**src/tks_defs.svh**
```systemverilog
`ifndef TKS_DEFS_SVH
`define TKS_DEFS_SVH
// ----------------------------------------------------------------
// register byte offsets
// ----------------------------------------------------------------
`define TKS_OFS_MC1_0   8'h00
`define TKS_OFS_MC1_1   8'h04
`define TKS_OFS_MC1_2   8'h08
`define TKS_OFS_GCTL    8'h0c
`define TKS_OFS_PRESET  8'h10
`define TKS_OFS_SENSE0  8'h14
`define TKS_OFS_SENSE1  8'h18
`define TKS_OFS_SENSE2  8'h1c
`define TKS_OFS_CNT16   8'h20
`define TKS_OFS_ISTAT   8'h24
`define TKS_OFS_IMASK   8'h28
// ----------------------------------------------------------------
// field positions of the global control register
// ----------------------------------------------------------------
`define TKS_GC_START    0
`define TKS_GC_SHARED   1
`define TKS_GC_SENSEOV  4
`define TKS_GC_CNTOV    5
`define TKS_GC_SLOTFLG  6
// ----------------------------------------------------------------
// interrupt status bit positions
// ----------------------------------------------------------------
`define TKS_IS_DONE     0
`define TKS_IS_SENSEOV  1
`define TKS_IS_CNTOV    2
// ----------------------------------------------------------------
// counter limits and reset values
// ----------------------------------------------------------------
`define TKS_MAX8        8'hff
`define TKS_MAX5        5'h1f
`define TKS_MAX16       16'hffff
`define TKS_DIV_LAST    2'h3
`define TKS_MC1_RST     8'h00
`define TKS_MC1_MASK    8'hbf
`define TKS_NMOD        3
`endif

```
**src/tks_pkg.sv**
```systemverilog
package tks_pkg;
  // per-module control byte, same layout as the register
  typedef struct packed {
    logic       slot_clock_select;   // 0 reference osc, 1 sys clock / 4
    logic       unused6;             // reads zero
    logic       reference_osc_enable;
    logic       key_osc_enable;
    logic [3:0] key_pin_select;      // bit0 key one .. bit3 key four
  } tks_mc1_s;

  // ahb address-phase capture
  typedef struct packed {
    logic       wr;
    logic [7:0] addr;
  } tks_ahb_s;

  // measurement sequencing
  typedef enum logic [1:0] {
    TKS_IDLE,
    TKS_RUN,
    TKS_DONE
  } tks_state_e;
endpackage : tks_pkg

```
**src/tks_touch_scanner.sv**
```systemverilog
`timescale 1ns/1ps
`include "tks_defs.svh"
// Overview of operation
// - pin select 0 gives I/O, 1 touch
// - count sense ticks within divided reference slot
// - shared bit makes module 0 slot global
// - one common start launches all modules
// - start low clears counters, keeps 8-bit slot
// - start rising edge switches all counters on
// - 5-bit overflow stops oscillators and counters
// - slot clock is reference osc or sysclk/4
// - oscillators run only when enabled
// - interrupt on slot overflow of enabled modules
// - one interrupt; it clears all counters
// - sticky sense overflow flag, software clears
// - module 0 16-bit counter sticky overflow flag
// - three identical modules of four keys
// - software starts detection by raising start
// - slot flag high until slot overflow
// - slot select 0 reference, 1 sysclk/4
module tks_touch_scanner (
  // clock and reset
  input  wire logic        CLK,
  input  wire logic        RESET,
  // ahb-lite slave
  input  wire logic        HSEL,
  input  wire logic [31:0] HADDR,
  input  wire logic [1:0]  HTRANS,
  input  wire logic        HWRITE,
  input  wire logic [2:0]  HSIZE,
  input  wire logic [31:0] HWDATA,
  input  wire logic        HREADY,
  output logic      [31:0] HRDATA,
  output logic             HREADYOUT,
  output logic             HRESP,
  // oscillator ticks, one cycle pulses per module
  input  wire logic [2:0]  REF_OSC_TICK,
  input  wire logic [2:0]  KEY_OSC_TICK,
  // oscillator run enables per module
  output logic      [2:0]  REF_OSC_RUN,
  output logic      [2:0]  KEY_OSC_RUN,
  // key pads, twelve keys
  input  wire logic [11:0] PAD_IN,
  output logic      [11:0] PAD_OUT,
  output logic      [11:0] PAD_OE,
  // port logic side of the shared pins
  input  wire logic [11:0] GPIO_OUT,
  input  wire logic [11:0] GPIO_OE,
  output logic      [11:0] GPIO_IN,
  output logic      [11:0] TOUCH_SENSE_IN,
  // interrupt
  output logic             IRQ
);
  // ----------------------------------------------------------------
  // declarations
  // ----------------------------------------------------------------
  tks_pkg::tks_mc1_s   mc1_q [3];        // module control bytes
  logic [23:0]         preset_q;         // 8-bit slot presets, one byte each
  logic                start_q;          // start control bit
  logic                start_prev_q;     // start seen last cycle
  logic                shared_q;         // shared slot counter select
  logic                sense_ov_q;       // sticky sense overflow flag
  logic                cnt_ov_q;         // sticky module 0 counter flag
  logic [2:0]          istat_q;          // interrupt status
  logic [2:0]          imask_q;          // interrupt mask
  logic [1:0]          div_q;            // sysclk divide by four
  tks_pkg::tks_state_e state_q;          // measurement state
  logic [2:0]          done_q;           // module slot finished
  logic [15:0]         cnt16_q;          // module 0 16-bit counter
  logic [15:0]         cnt16_res_q;      // latched module 0 count
  logic [15:0]         sense_res_q [3];  // latched sense counts
  tks_pkg::tks_ahb_s   aph_q;            // captured address phase
  logic                aph_vld_q;        // data phase pending, read or write
  logic [31:0]         rdata_q;          // read data register
  logic [2:0]          run;              // module counting
  logic [2:0]          slot_ovf;         // own 5-bit overflow
  logic [2:0]          done_evt;         // module finishes this cycle
  logic [2:0]          sense_wrap;       // sense counter overflow
  logic [2:0]          active;           // module has enabled keys
  logic                start_rise;       // launch pulse
  logic                irq_evt;          // measurement complete
  logic                div_tick;         // one in four cycles
  logic                ahb_go;           // address phase accepted
  logic                wr_go;            // write data phase
  logic                rd_istat;         // status read, clears it
  logic [2:0]          istat_set;        // hardware events
  logic [31:0]         rdata_d;          // read mux
  logic                cnt16_wrap;       // module 0 counter overflow

  // ----------------------------------------------------------------
  // start edge and sequencing
  // ----------------------------------------------------------------
  // edge detection on the system clock: one launch per rising edge
  assign start_rise = start_q & ~start_prev_q;
  // previous start value
  always_ff @(posedge CLK or posedge RESET) begin
    if (RESET) begin
      start_prev_q <= 1'b0;
    end else begin
      start_prev_q <= start_q;
    end
  end
  // divided system clock for the slot counter
  always_ff @(posedge CLK or posedge RESET) begin
    if (RESET) begin
      div_q <= 2'h0;
    end else begin
      div_q <= div_q + 2'h1;
    end
  end
  assign div_tick = (div_q == `TKS_DIV_LAST);
  // a module counts only while started, measuring and not yet finished; gating on
  // start freezes the 8-bit slot counters in the very cycle that software drops it
  assign run = (state_q == tks_pkg::TKS_RUN && start_q) ? ~done_q : 3'h0;
  // interrupt when module 0 finishes (shared) or every enabled module has
  assign irq_evt = (state_q == tks_pkg::TKS_DONE);
  // measurement state machine
  always_ff @(posedge CLK or posedge RESET) begin
    if (RESET) begin
      state_q <= tks_pkg::TKS_IDLE;
    end else begin
      case (state_q)
        tks_pkg::TKS_IDLE: begin
          if (start_rise) begin
            state_q <= tks_pkg::TKS_RUN;
          end
        end
        tks_pkg::TKS_RUN: begin
          if (!start_q) begin
            state_q <= tks_pkg::TKS_IDLE;
          end else if (shared_q ? (done_q[0] | done_evt[0])
                                : (&((done_q | done_evt) | ~active))) begin
            state_q <= tks_pkg::TKS_DONE;
          end
        end
        tks_pkg::TKS_DONE: begin
          state_q <= tks_pkg::TKS_IDLE;
        end
        default: begin
          state_q <= tks_pkg::TKS_IDLE;
        end
      endcase
    end
  end
  // finished markers; a module finishing stops its oscillators
  always_ff @(posedge CLK or posedge RESET) begin
    if (RESET) begin
      done_q <= 3'h0;
    end else if (state_q != tks_pkg::TKS_RUN) begin
      done_q <= 3'h0;
    end else begin
      done_q <= done_q | done_evt;
    end
  end

  // ----------------------------------------------------------------
  // per-module counters
  // ----------------------------------------------------------------
  genvar m;
  generate
    for (m = 0; m < `TKS_NMOD; m++) begin : g_mod
      logic [7:0]  slot8_q;   // programmable slot counter
      logic [4:0]  slot5_q;   // slot overflow counter
      logic [15:0] sense_q;   // sense oscillator cycle count
      logic        slot_tick; // slot clock for this module
      // module keeps enabled keys only if some pin is in touch mode
      assign active[m] = |mc1_q[m].key_pin_select;
      // slot clock source choice
      assign slot_tick = run[m] & (mc1_q[m].slot_clock_select ? div_tick
                       : (REF_OSC_TICK[m] & mc1_q[m].reference_osc_enable));
      assign slot_ovf[m] = slot_tick & (slot8_q == `TKS_MAX8)
                         & (slot5_q == `TKS_MAX5);
      // shared mode takes the module 0 slot as everyone's slot
      assign done_evt[m] = run[m] & (shared_q ? slot_ovf[0] : slot_ovf[m]);
      // 8+5 slot counter; the 8-bit part is not cleared by a stop
      always_ff @(posedge CLK or posedge RESET) begin
        if (RESET) begin
          slot8_q <= 8'h00;
        end else if (irq_evt) begin
          slot8_q <= 8'h00;
        end else if (slot_tick) begin
          slot8_q <= (slot8_q == `TKS_MAX8) ? preset_q[8*m +: 8]
                                            : slot8_q + 8'h01;
        end
      end
      // 5-bit counter, cleared while start is low
      always_ff @(posedge CLK or posedge RESET) begin
        if (RESET) begin
          slot5_q <= 5'h00;
        end else if (!start_q || irq_evt) begin
          slot5_q <= 5'h00;
        end else if (slot_tick && slot8_q == `TKS_MAX8) begin
          slot5_q <= slot5_q + 5'h01;
        end
      end
      // sense counter counts key oscillator cycles within the slot
      assign sense_wrap[m] = run[m] & mc1_q[m].key_osc_enable
                           & KEY_OSC_TICK[m] & (sense_q == `TKS_MAX16);
      always_ff @(posedge CLK or posedge RESET) begin
        if (RESET) begin
          sense_q <= 16'h0000;
        end else if (!start_q || irq_evt) begin
          sense_q <= 16'h0000;
        end else if (run[m] && mc1_q[m].key_osc_enable && KEY_OSC_TICK[m]) begin
          sense_q <= sense_q + 16'h0001;
        end
      end
      // result latched before the interrupt clears the live counter
      always_ff @(posedge CLK or posedge RESET) begin
        if (RESET) begin
          sense_res_q[m] <= 16'h0000;
        end else if (irq_evt) begin
          sense_res_q[m] <= sense_q;
        end
      end
      // oscillators run only when enabled and the slot is open
      assign REF_OSC_RUN[m] = run[m] & mc1_q[m].reference_osc_enable;
      assign KEY_OSC_RUN[m] = run[m] & mc1_q[m].key_osc_enable;
      // pin sharing: touch mode releases the pad driver
      for (genvar k = 0; k < 4; k++) begin : g_key
        assign PAD_OUT[4*m+k]        = GPIO_OUT[4*m+k];
        assign PAD_OE[4*m+k]         = ~mc1_q[m].key_pin_select[k] & GPIO_OE[4*m+k];
        assign GPIO_IN[4*m+k]        = ~mc1_q[m].key_pin_select[k] & PAD_IN[4*m+k];
        assign TOUCH_SENSE_IN[4*m+k] = mc1_q[m].key_pin_select[k] & PAD_IN[4*m+k];
      end
    end
  endgenerate

  // module 0 16-bit counter on the module 0 reference oscillator
  assign cnt16_wrap = run[0] & REF_OSC_TICK[0] & (cnt16_q == `TKS_MAX16);
  always_ff @(posedge CLK or posedge RESET) begin
    if (RESET) begin
      cnt16_q <= 16'h0000;
    end else if (!start_q || irq_evt) begin
      cnt16_q <= 16'h0000;
    end else if (run[0] && REF_OSC_TICK[0]) begin
      cnt16_q <= cnt16_q + 16'h0001;
    end
  end

  // latched module 0 count
  always_ff @(posedge CLK or posedge RESET) begin
    if (RESET) begin
      cnt16_res_q <= 16'h0000;
    end else if (irq_evt) begin
      cnt16_res_q <= cnt16_q;
    end
  end

  // ----------------------------------------------------------------
  // ahb-lite slave
  // ----------------------------------------------------------------
  // zero wait states, always okay; reads are prepared in the address phase
  assign HREADYOUT = 1'b1;
  assign HRESP     = 1'b0;
  assign ahb_go    = HSEL & HTRANS[1] & HREADY;
  assign wr_go     = aph_vld_q & aph_q.wr;
  assign rd_istat  = ahb_go & ~HWRITE & (HADDR[7:0] == `TKS_OFS_ISTAT);
  assign HRDATA    = rdata_q;
  // address phase capture
  always_ff @(posedge CLK or posedge RESET) begin
    if (RESET) begin
      aph_vld_q <= 1'b0;
      aph_q     <= '0;
    end else begin
      aph_vld_q <= ahb_go;
      aph_q     <= '{wr: HWRITE, addr: HADDR[7:0]};
    end
  end
  // read mux; unmapped offsets read zero
  always_comb begin
    rdata_d = 32'h0000_0000;
    case (HADDR[7:0])
      `TKS_OFS_MC1_0:  rdata_d[7:0] = mc1_q[0];
      `TKS_OFS_MC1_1:  rdata_d[7:0] = mc1_q[1];
      `TKS_OFS_MC1_2:  rdata_d[7:0] = mc1_q[2];
      `TKS_OFS_GCTL: begin
        rdata_d[`TKS_GC_START]   = start_q;
        rdata_d[`TKS_GC_SHARED]  = shared_q;
        rdata_d[`TKS_GC_SENSEOV] = sense_ov_q;
        rdata_d[`TKS_GC_CNTOV]   = cnt_ov_q;
        rdata_d[`TKS_GC_SLOTFLG] = (state_q == tks_pkg::TKS_RUN);
      end
      `TKS_OFS_PRESET: rdata_d[23:0] = preset_q;
      `TKS_OFS_SENSE0: rdata_d[15:0] = sense_res_q[0];
      `TKS_OFS_SENSE1: rdata_d[15:0] = sense_res_q[1];
      `TKS_OFS_SENSE2: rdata_d[15:0] = sense_res_q[2];
      `TKS_OFS_CNT16:  rdata_d[15:0] = cnt16_res_q;
      `TKS_OFS_ISTAT:  rdata_d[2:0]  = istat_q;
      `TKS_OFS_IMASK:  rdata_d[2:0]  = imask_q;
      default:         rdata_d       = 32'h0000_0000;
    endcase
  end
  // read data register, loaded only by an accepted read
  always_ff @(posedge CLK or posedge RESET) begin
    if (RESET) begin
      rdata_q <= 32'h0000_0000;
    end else if (ahb_go && !HWRITE) begin
      rdata_q <= rdata_d;
    end
  end
  // module control bytes
  always_ff @(posedge CLK or posedge RESET) begin
    if (RESET) begin
      mc1_q[0] <= `TKS_MC1_RST;
      mc1_q[1] <= `TKS_MC1_RST;
      mc1_q[2] <= `TKS_MC1_RST;
    end else if (wr_go) begin
      if (aph_q.addr == `TKS_OFS_MC1_0) mc1_q[0] <= HWDATA[7:0] & `TKS_MC1_MASK;
      if (aph_q.addr == `TKS_OFS_MC1_1) mc1_q[1] <= HWDATA[7:0] & `TKS_MC1_MASK;
      if (aph_q.addr == `TKS_OFS_MC1_2) mc1_q[2] <= HWDATA[7:0] & `TKS_MC1_MASK;
    end
  end
  // slot presets and interrupt mask
  always_ff @(posedge CLK or posedge RESET) begin
    if (RESET) begin
      preset_q <= 24'h000000;
      imask_q  <= 3'h0;
    end else if (wr_go) begin
      if (aph_q.addr == `TKS_OFS_PRESET) preset_q <= HWDATA[23:0];
      if (aph_q.addr == `TKS_OFS_IMASK)  imask_q  <= HWDATA[2:0];
    end
  end
  // global control: start, shared select
  always_ff @(posedge CLK or posedge RESET) begin
    if (RESET) begin
      start_q  <= 1'b0;
      shared_q <= 1'b0;
    end else if (wr_go && aph_q.addr == `TKS_OFS_GCTL) begin
      start_q  <= HWDATA[`TKS_GC_START];
      shared_q <= HWDATA[`TKS_GC_SHARED];
    end
  end
  // sticky flags: hardware only sets, software writes 1 to clear; set wins
  always_ff @(posedge CLK or posedge RESET) begin
    if (RESET) begin
      sense_ov_q <= 1'b0;
      cnt_ov_q   <= 1'b0;
    end else begin
      sense_ov_q <= (|sense_wrap) | (sense_ov_q & ~(wr_go && aph_q.addr == `TKS_OFS_GCTL
                    && HWDATA[`TKS_GC_SENSEOV]));
      cnt_ov_q   <= cnt16_wrap | (cnt_ov_q & ~(wr_go && aph_q.addr == `TKS_OFS_GCTL
                    && HWDATA[`TKS_GC_CNTOV]));
    end
  end

  // ----------------------------------------------------------------
  // interrupt status, read to clear, set wins
  // ----------------------------------------------------------------
  assign istat_set = {cnt16_wrap, |sense_wrap, irq_evt};
  always_ff @(posedge CLK or posedge RESET) begin
    if (RESET) begin
      istat_q <= 3'h0;
    end else begin
      istat_q <= istat_set | (istat_q & {3{~rd_istat}});
    end
  end
  assign IRQ = |(istat_q & imask_q);
endmodule : tks_touch_scanner
```
**config.mk**
```make
export PLATFORM = sky130hd
export DESIGN_NAME = tks_touch_scanner
export DESIGN_NICKNAME = d
export VERILOG_FILES = /design/src/tks_pkg.sv /design/src/tks_touch_scanner.sv
export VERILOG_INCLUDE_DIRS = /design/src
export SDC_FILE = /design/constraint.sdc
export NUM_CORES = 1
export LEC_CHECK = 0
export BUFFER_PORTS_ARGS = -buffer_cell sky130_fd_sc_hd__buf_2
export CAP_MARGIN = 20
export CORE_MARGIN = 3
export CORE_UTILIZATION = 50
export DETAILED_ROUTE_END_ITERATION = 7
export GPL_TIMING_DRIVEN = 0
export HOLD_SLACK_MARGIN = 0.02
export PLACE_DENSITY_LB_ADDON = 0.1
export RECOVER_POWER = 50
export SLEW_MARGIN = 20
export SYNTH_ARGS = -nofsm -noshare
export SYNTH_HDL_FRONTEND = slang
export SYNTH_SLANG_ARGS = --single-unit
```
**constraint.sdc**
```tcl
create_clock -name CLK -period 12.4 [get_ports CLK]
set_clock_uncertainty 0.15 [all_clocks]
set_input_delay 1.24 -clock CLK [delete_from_list [all_inputs] [get_ports CLK]]
set_output_delay 1.24 -clock CLK [all_outputs]
set_load 0.02 [all_outputs]
```
==> metrics.txt <==
Max-Cap Viols=4; WL per Instance=between 20 and 25 um; Peak Freq=257 MHz; hold crit path type=reg2reg; DR DRC count=0; DRT Pass-1 Iters=7; CP Cell Sequence=clkbuf_1 > and4bb_2 > clkbuf_1 > and2_1 > buf_2; DP Area=14300 um^2; Hold Fails Final Rpt=0; initial antenna violation count=0; Ant. Diodes=0; hold_buf cts=0; HPWL after DPL=just under 30 mm; peak supply drop=~0.13 mV; most frequent cell on the critical path=clkbuf_1; CTS resizes=0; Ports=205; Lkg Pwr=0.00717 uW; Skew-Pair Late Insertion Delay=roughly 560 ps; grt ovf=0; PD cells=between 100 and 150 nW/um^2; design area=~15000 um^2; setup TNS=0 ps; NumNets Final=roughly 1700; Post-synth top flop=dfrtp_1; GP Congestion=slightly below 1; Vias/cell=between 5 and 6; CTS tree=done; number of synthesized flops with an enable pin=0; H-tree Lvls=1; async set-reset flop share out of synthesis=100%; vias in the first global route=just over 10000; run status=finished, violations left; Placement Rows=between 50 and 60; Die Y=168 um; WS Path Type=reg2out; Starting Density=51.4%; Tmin final=around 4000 ps; CTS Buf Count=29; final setup vio count=0; Post-Synthesis Cell Area=13100 um^2; Cells on Worst Hold Path=1; Die Area=between 20000 and 30000 um^2; clk sink count=around 260; largest net degree at the start of global routing=around 110; worst-path maximum fanout=10; critical path required time=about 11000 ps; post-route clock period utilization=approximately a third; top cell type's share of synthesized area=approximately half; Setup Buffers After CTS=0; chip width=between 150 and 200 um; RSZ-0062 raised after global routing=false; Seq/Total Area, Yosys=50.4%; Initial DRC Count=about 900; slew margin rel.=-124%; Synthesis Warnings=0; GRT Total Usage=27.1%; failing checks=max-capacitance violations, max-slew violations; Hold Slack=270 ps; post-synthesis cell count=about 1300; Arrival @ worst endpoint=~2500 ps; most frequent cell after synthesis=nand2_1; CP max-delay cell=clkbuf_1; Clk pin slew, worst setup/hold paths=approximately 60 ps; CORE AREA=25500 um^2; reg2reg path depth=7; share of layout cells above drive strength 1=19.3%; Netlist cell types=75; synthesized flop and latch total=264; Port Buf Inserts=146; Max Transition Viols Final=a little over 100; P&R area growth vs syn=15.8%; worst slew pin tran=~3300 ps; Post-Syn Area per Cell=9.78 um^2; CTS Buffer Depth=3; top cells by area, synth=dfrtp_1 50%, nand2_1 8.3%, mux2_2 4.7%; via count=~11000; Root Driver=clkbuf_16; post-synth top area cell=dfrtp_1; Routed Antenna Nets=0; Routed WL=a little under 40 mm; Worst setup EP type=primary output; first-pass GRT wire length=between 50 and 60 mm; Worst Setup Start Kind=register; Post-synth top cells=290 x nand2_1, 264 x dfrtp_1, 105 x nor2_1; Critical Path Max Stage Delay=570 ps
[worst max-delay path, delay by kind of cell, from the launching register on]
family,cells,cell delay [ps]
buffers and inverters,3,1060
and+or+nand+nor,2,540
DFF,1,340
[cell families (layout without fill, tap and decap cells)]
| family | count (synthesis) | after routing | share of synthesized area, % |
|---|---|---|---|
| flip-flops | 264 | 264 | 50.4 |
| AND/OR/NAND/NOR | 624 | 624 | 23.1 |
| XOR/XNOR | 60 | 60 | 4.01 |
| adder cells (fa/ha/maj) | 14 | 14 | 1.34 |
| AO/OA/AOI/OAI | 197 | 197 | 10.7 |
| other | 2 | 10 | 0.0573 |
| multiplexers | 72 | 72 | 6.22 |
| buffers and inverters | 106 | 307 | 4.10 |
[flip-flops by register name (all words and copies together) (netlist names)]
| signal | flops |
|---|---|
| aph_vld_q | 1 |
| g_mod.slot5_q | 15 |
| start_prev_q | 1 |
| cnt_ov_q | 1 |
| g_mod.sense_q | 48 |
| g_mod.slot8_q | 24 |
| sense_ov_q | 1 |
| cnt16_q | 16 |
| mc1_q | 21 |
| preset_q | 24 |
| sense_res_q | 48 |
| div_q | 2 |
| istat_q | 3 |
| imask_q | 3 |
| done_q | 3 |
| state_q | 2 |
| cnt16_res_q | 16 |
| HRDATA | 24 |
| aph_q | 9 |
| shared_q | 1 |
| start_q | 1 |
[worst paths after layout]
kind                                                   endpoint  slack (ps)              startpoint
worst max-delay path                             REF_OSC_RUN[0]        8510  state_q[0]$_DFFE_PP0P_
max in group asynchronous                    aph_q[1]$_DFF_PP0_        8690                   RESET
worst min-delay path                         div_q[0]$_DFF_PP0_         270      div_q[0]$_DFF_PP0_
min in group asynchronous       g_mod[2].slot5_q[1]$_DFFE_PP0P_        1490                   RESET
worst max register to register          cnt16_q[15]$_DFFE_PP0P_        8810  state_q[0]$_DFFE_PP0P_
worst min register to register               div_q[0]$_DFF_PP0_         270      div_q[0]$_DFF_PP0_
[placed cells by master, fill, tap and decap left out, types with 6 or more instances in the layout]
cell type	instances
inv_1	26
buf_4	28
nor2_1	106
mux2i_1	15
clkinv_2	6
nand4_1	22
clkbuf_16	29
nand3b_1	8
xnor2_1	23
a21o_1	6
nor4_1	10
mux2_2	55
and3_1	15
clkbuf_8	10
dfrtp_1	264
buf_1	6
and2_1	23
nor2b_1	32
a21oi_1	27
buf_2	142
conb_1	10
ha_1	14
a22oi_1	12
a22o_1	26
clkbuf_1	51
o21ai_0	68
nor3_1	25
nand2_1	290
xor2_1	37
a31oi_1	10
a222oi_1	8
nand3_1	45
or3_1	6
[area by class of cell]
class	instances	area [um^2]
Clock buffer	45	886
Buffer	79	427
Multi-Input combinational cell	977	5880
Clock inverter	8	68.8
Timing Repair Buffer	148	773
Tap cell	330	413
Inverter	27	103
Sequential cell	264	6610
Fill cell	2274	10300
[per-stage QoR]
step           utilization, %  setup WS, ps  std cells  total power [uW]
6_report                 59.5          8510       1878              1960
5_1_grt                  59.5          8170       1878              2030
4_1_cts                  60.0          8930       1878              1970
3_5_place_dp             56.3          8940       1825              1110
3_3_place_gp             56.0           795       1823              1110
2_1_floorplan               -          3740       1347              1050
[layer usage]
metal  vias up  GRT usage, %  share of wire (%)
met4         0          7.47                2.5
met1      5186          40.3                 45
met3        59          5.47                8.4
met2       447          40.8                 44
li1       4993             -                  -
met5         -             0                  0
[power by group]
part	internal, uW	leakage (uW)	switching, uW	total [uW]
Clock	508	0.000478	354	862
Combinational	65.4	0.00320	103	169
Sequential	891	0.00349	36.8	927
(Power assumes the default switching activity.)
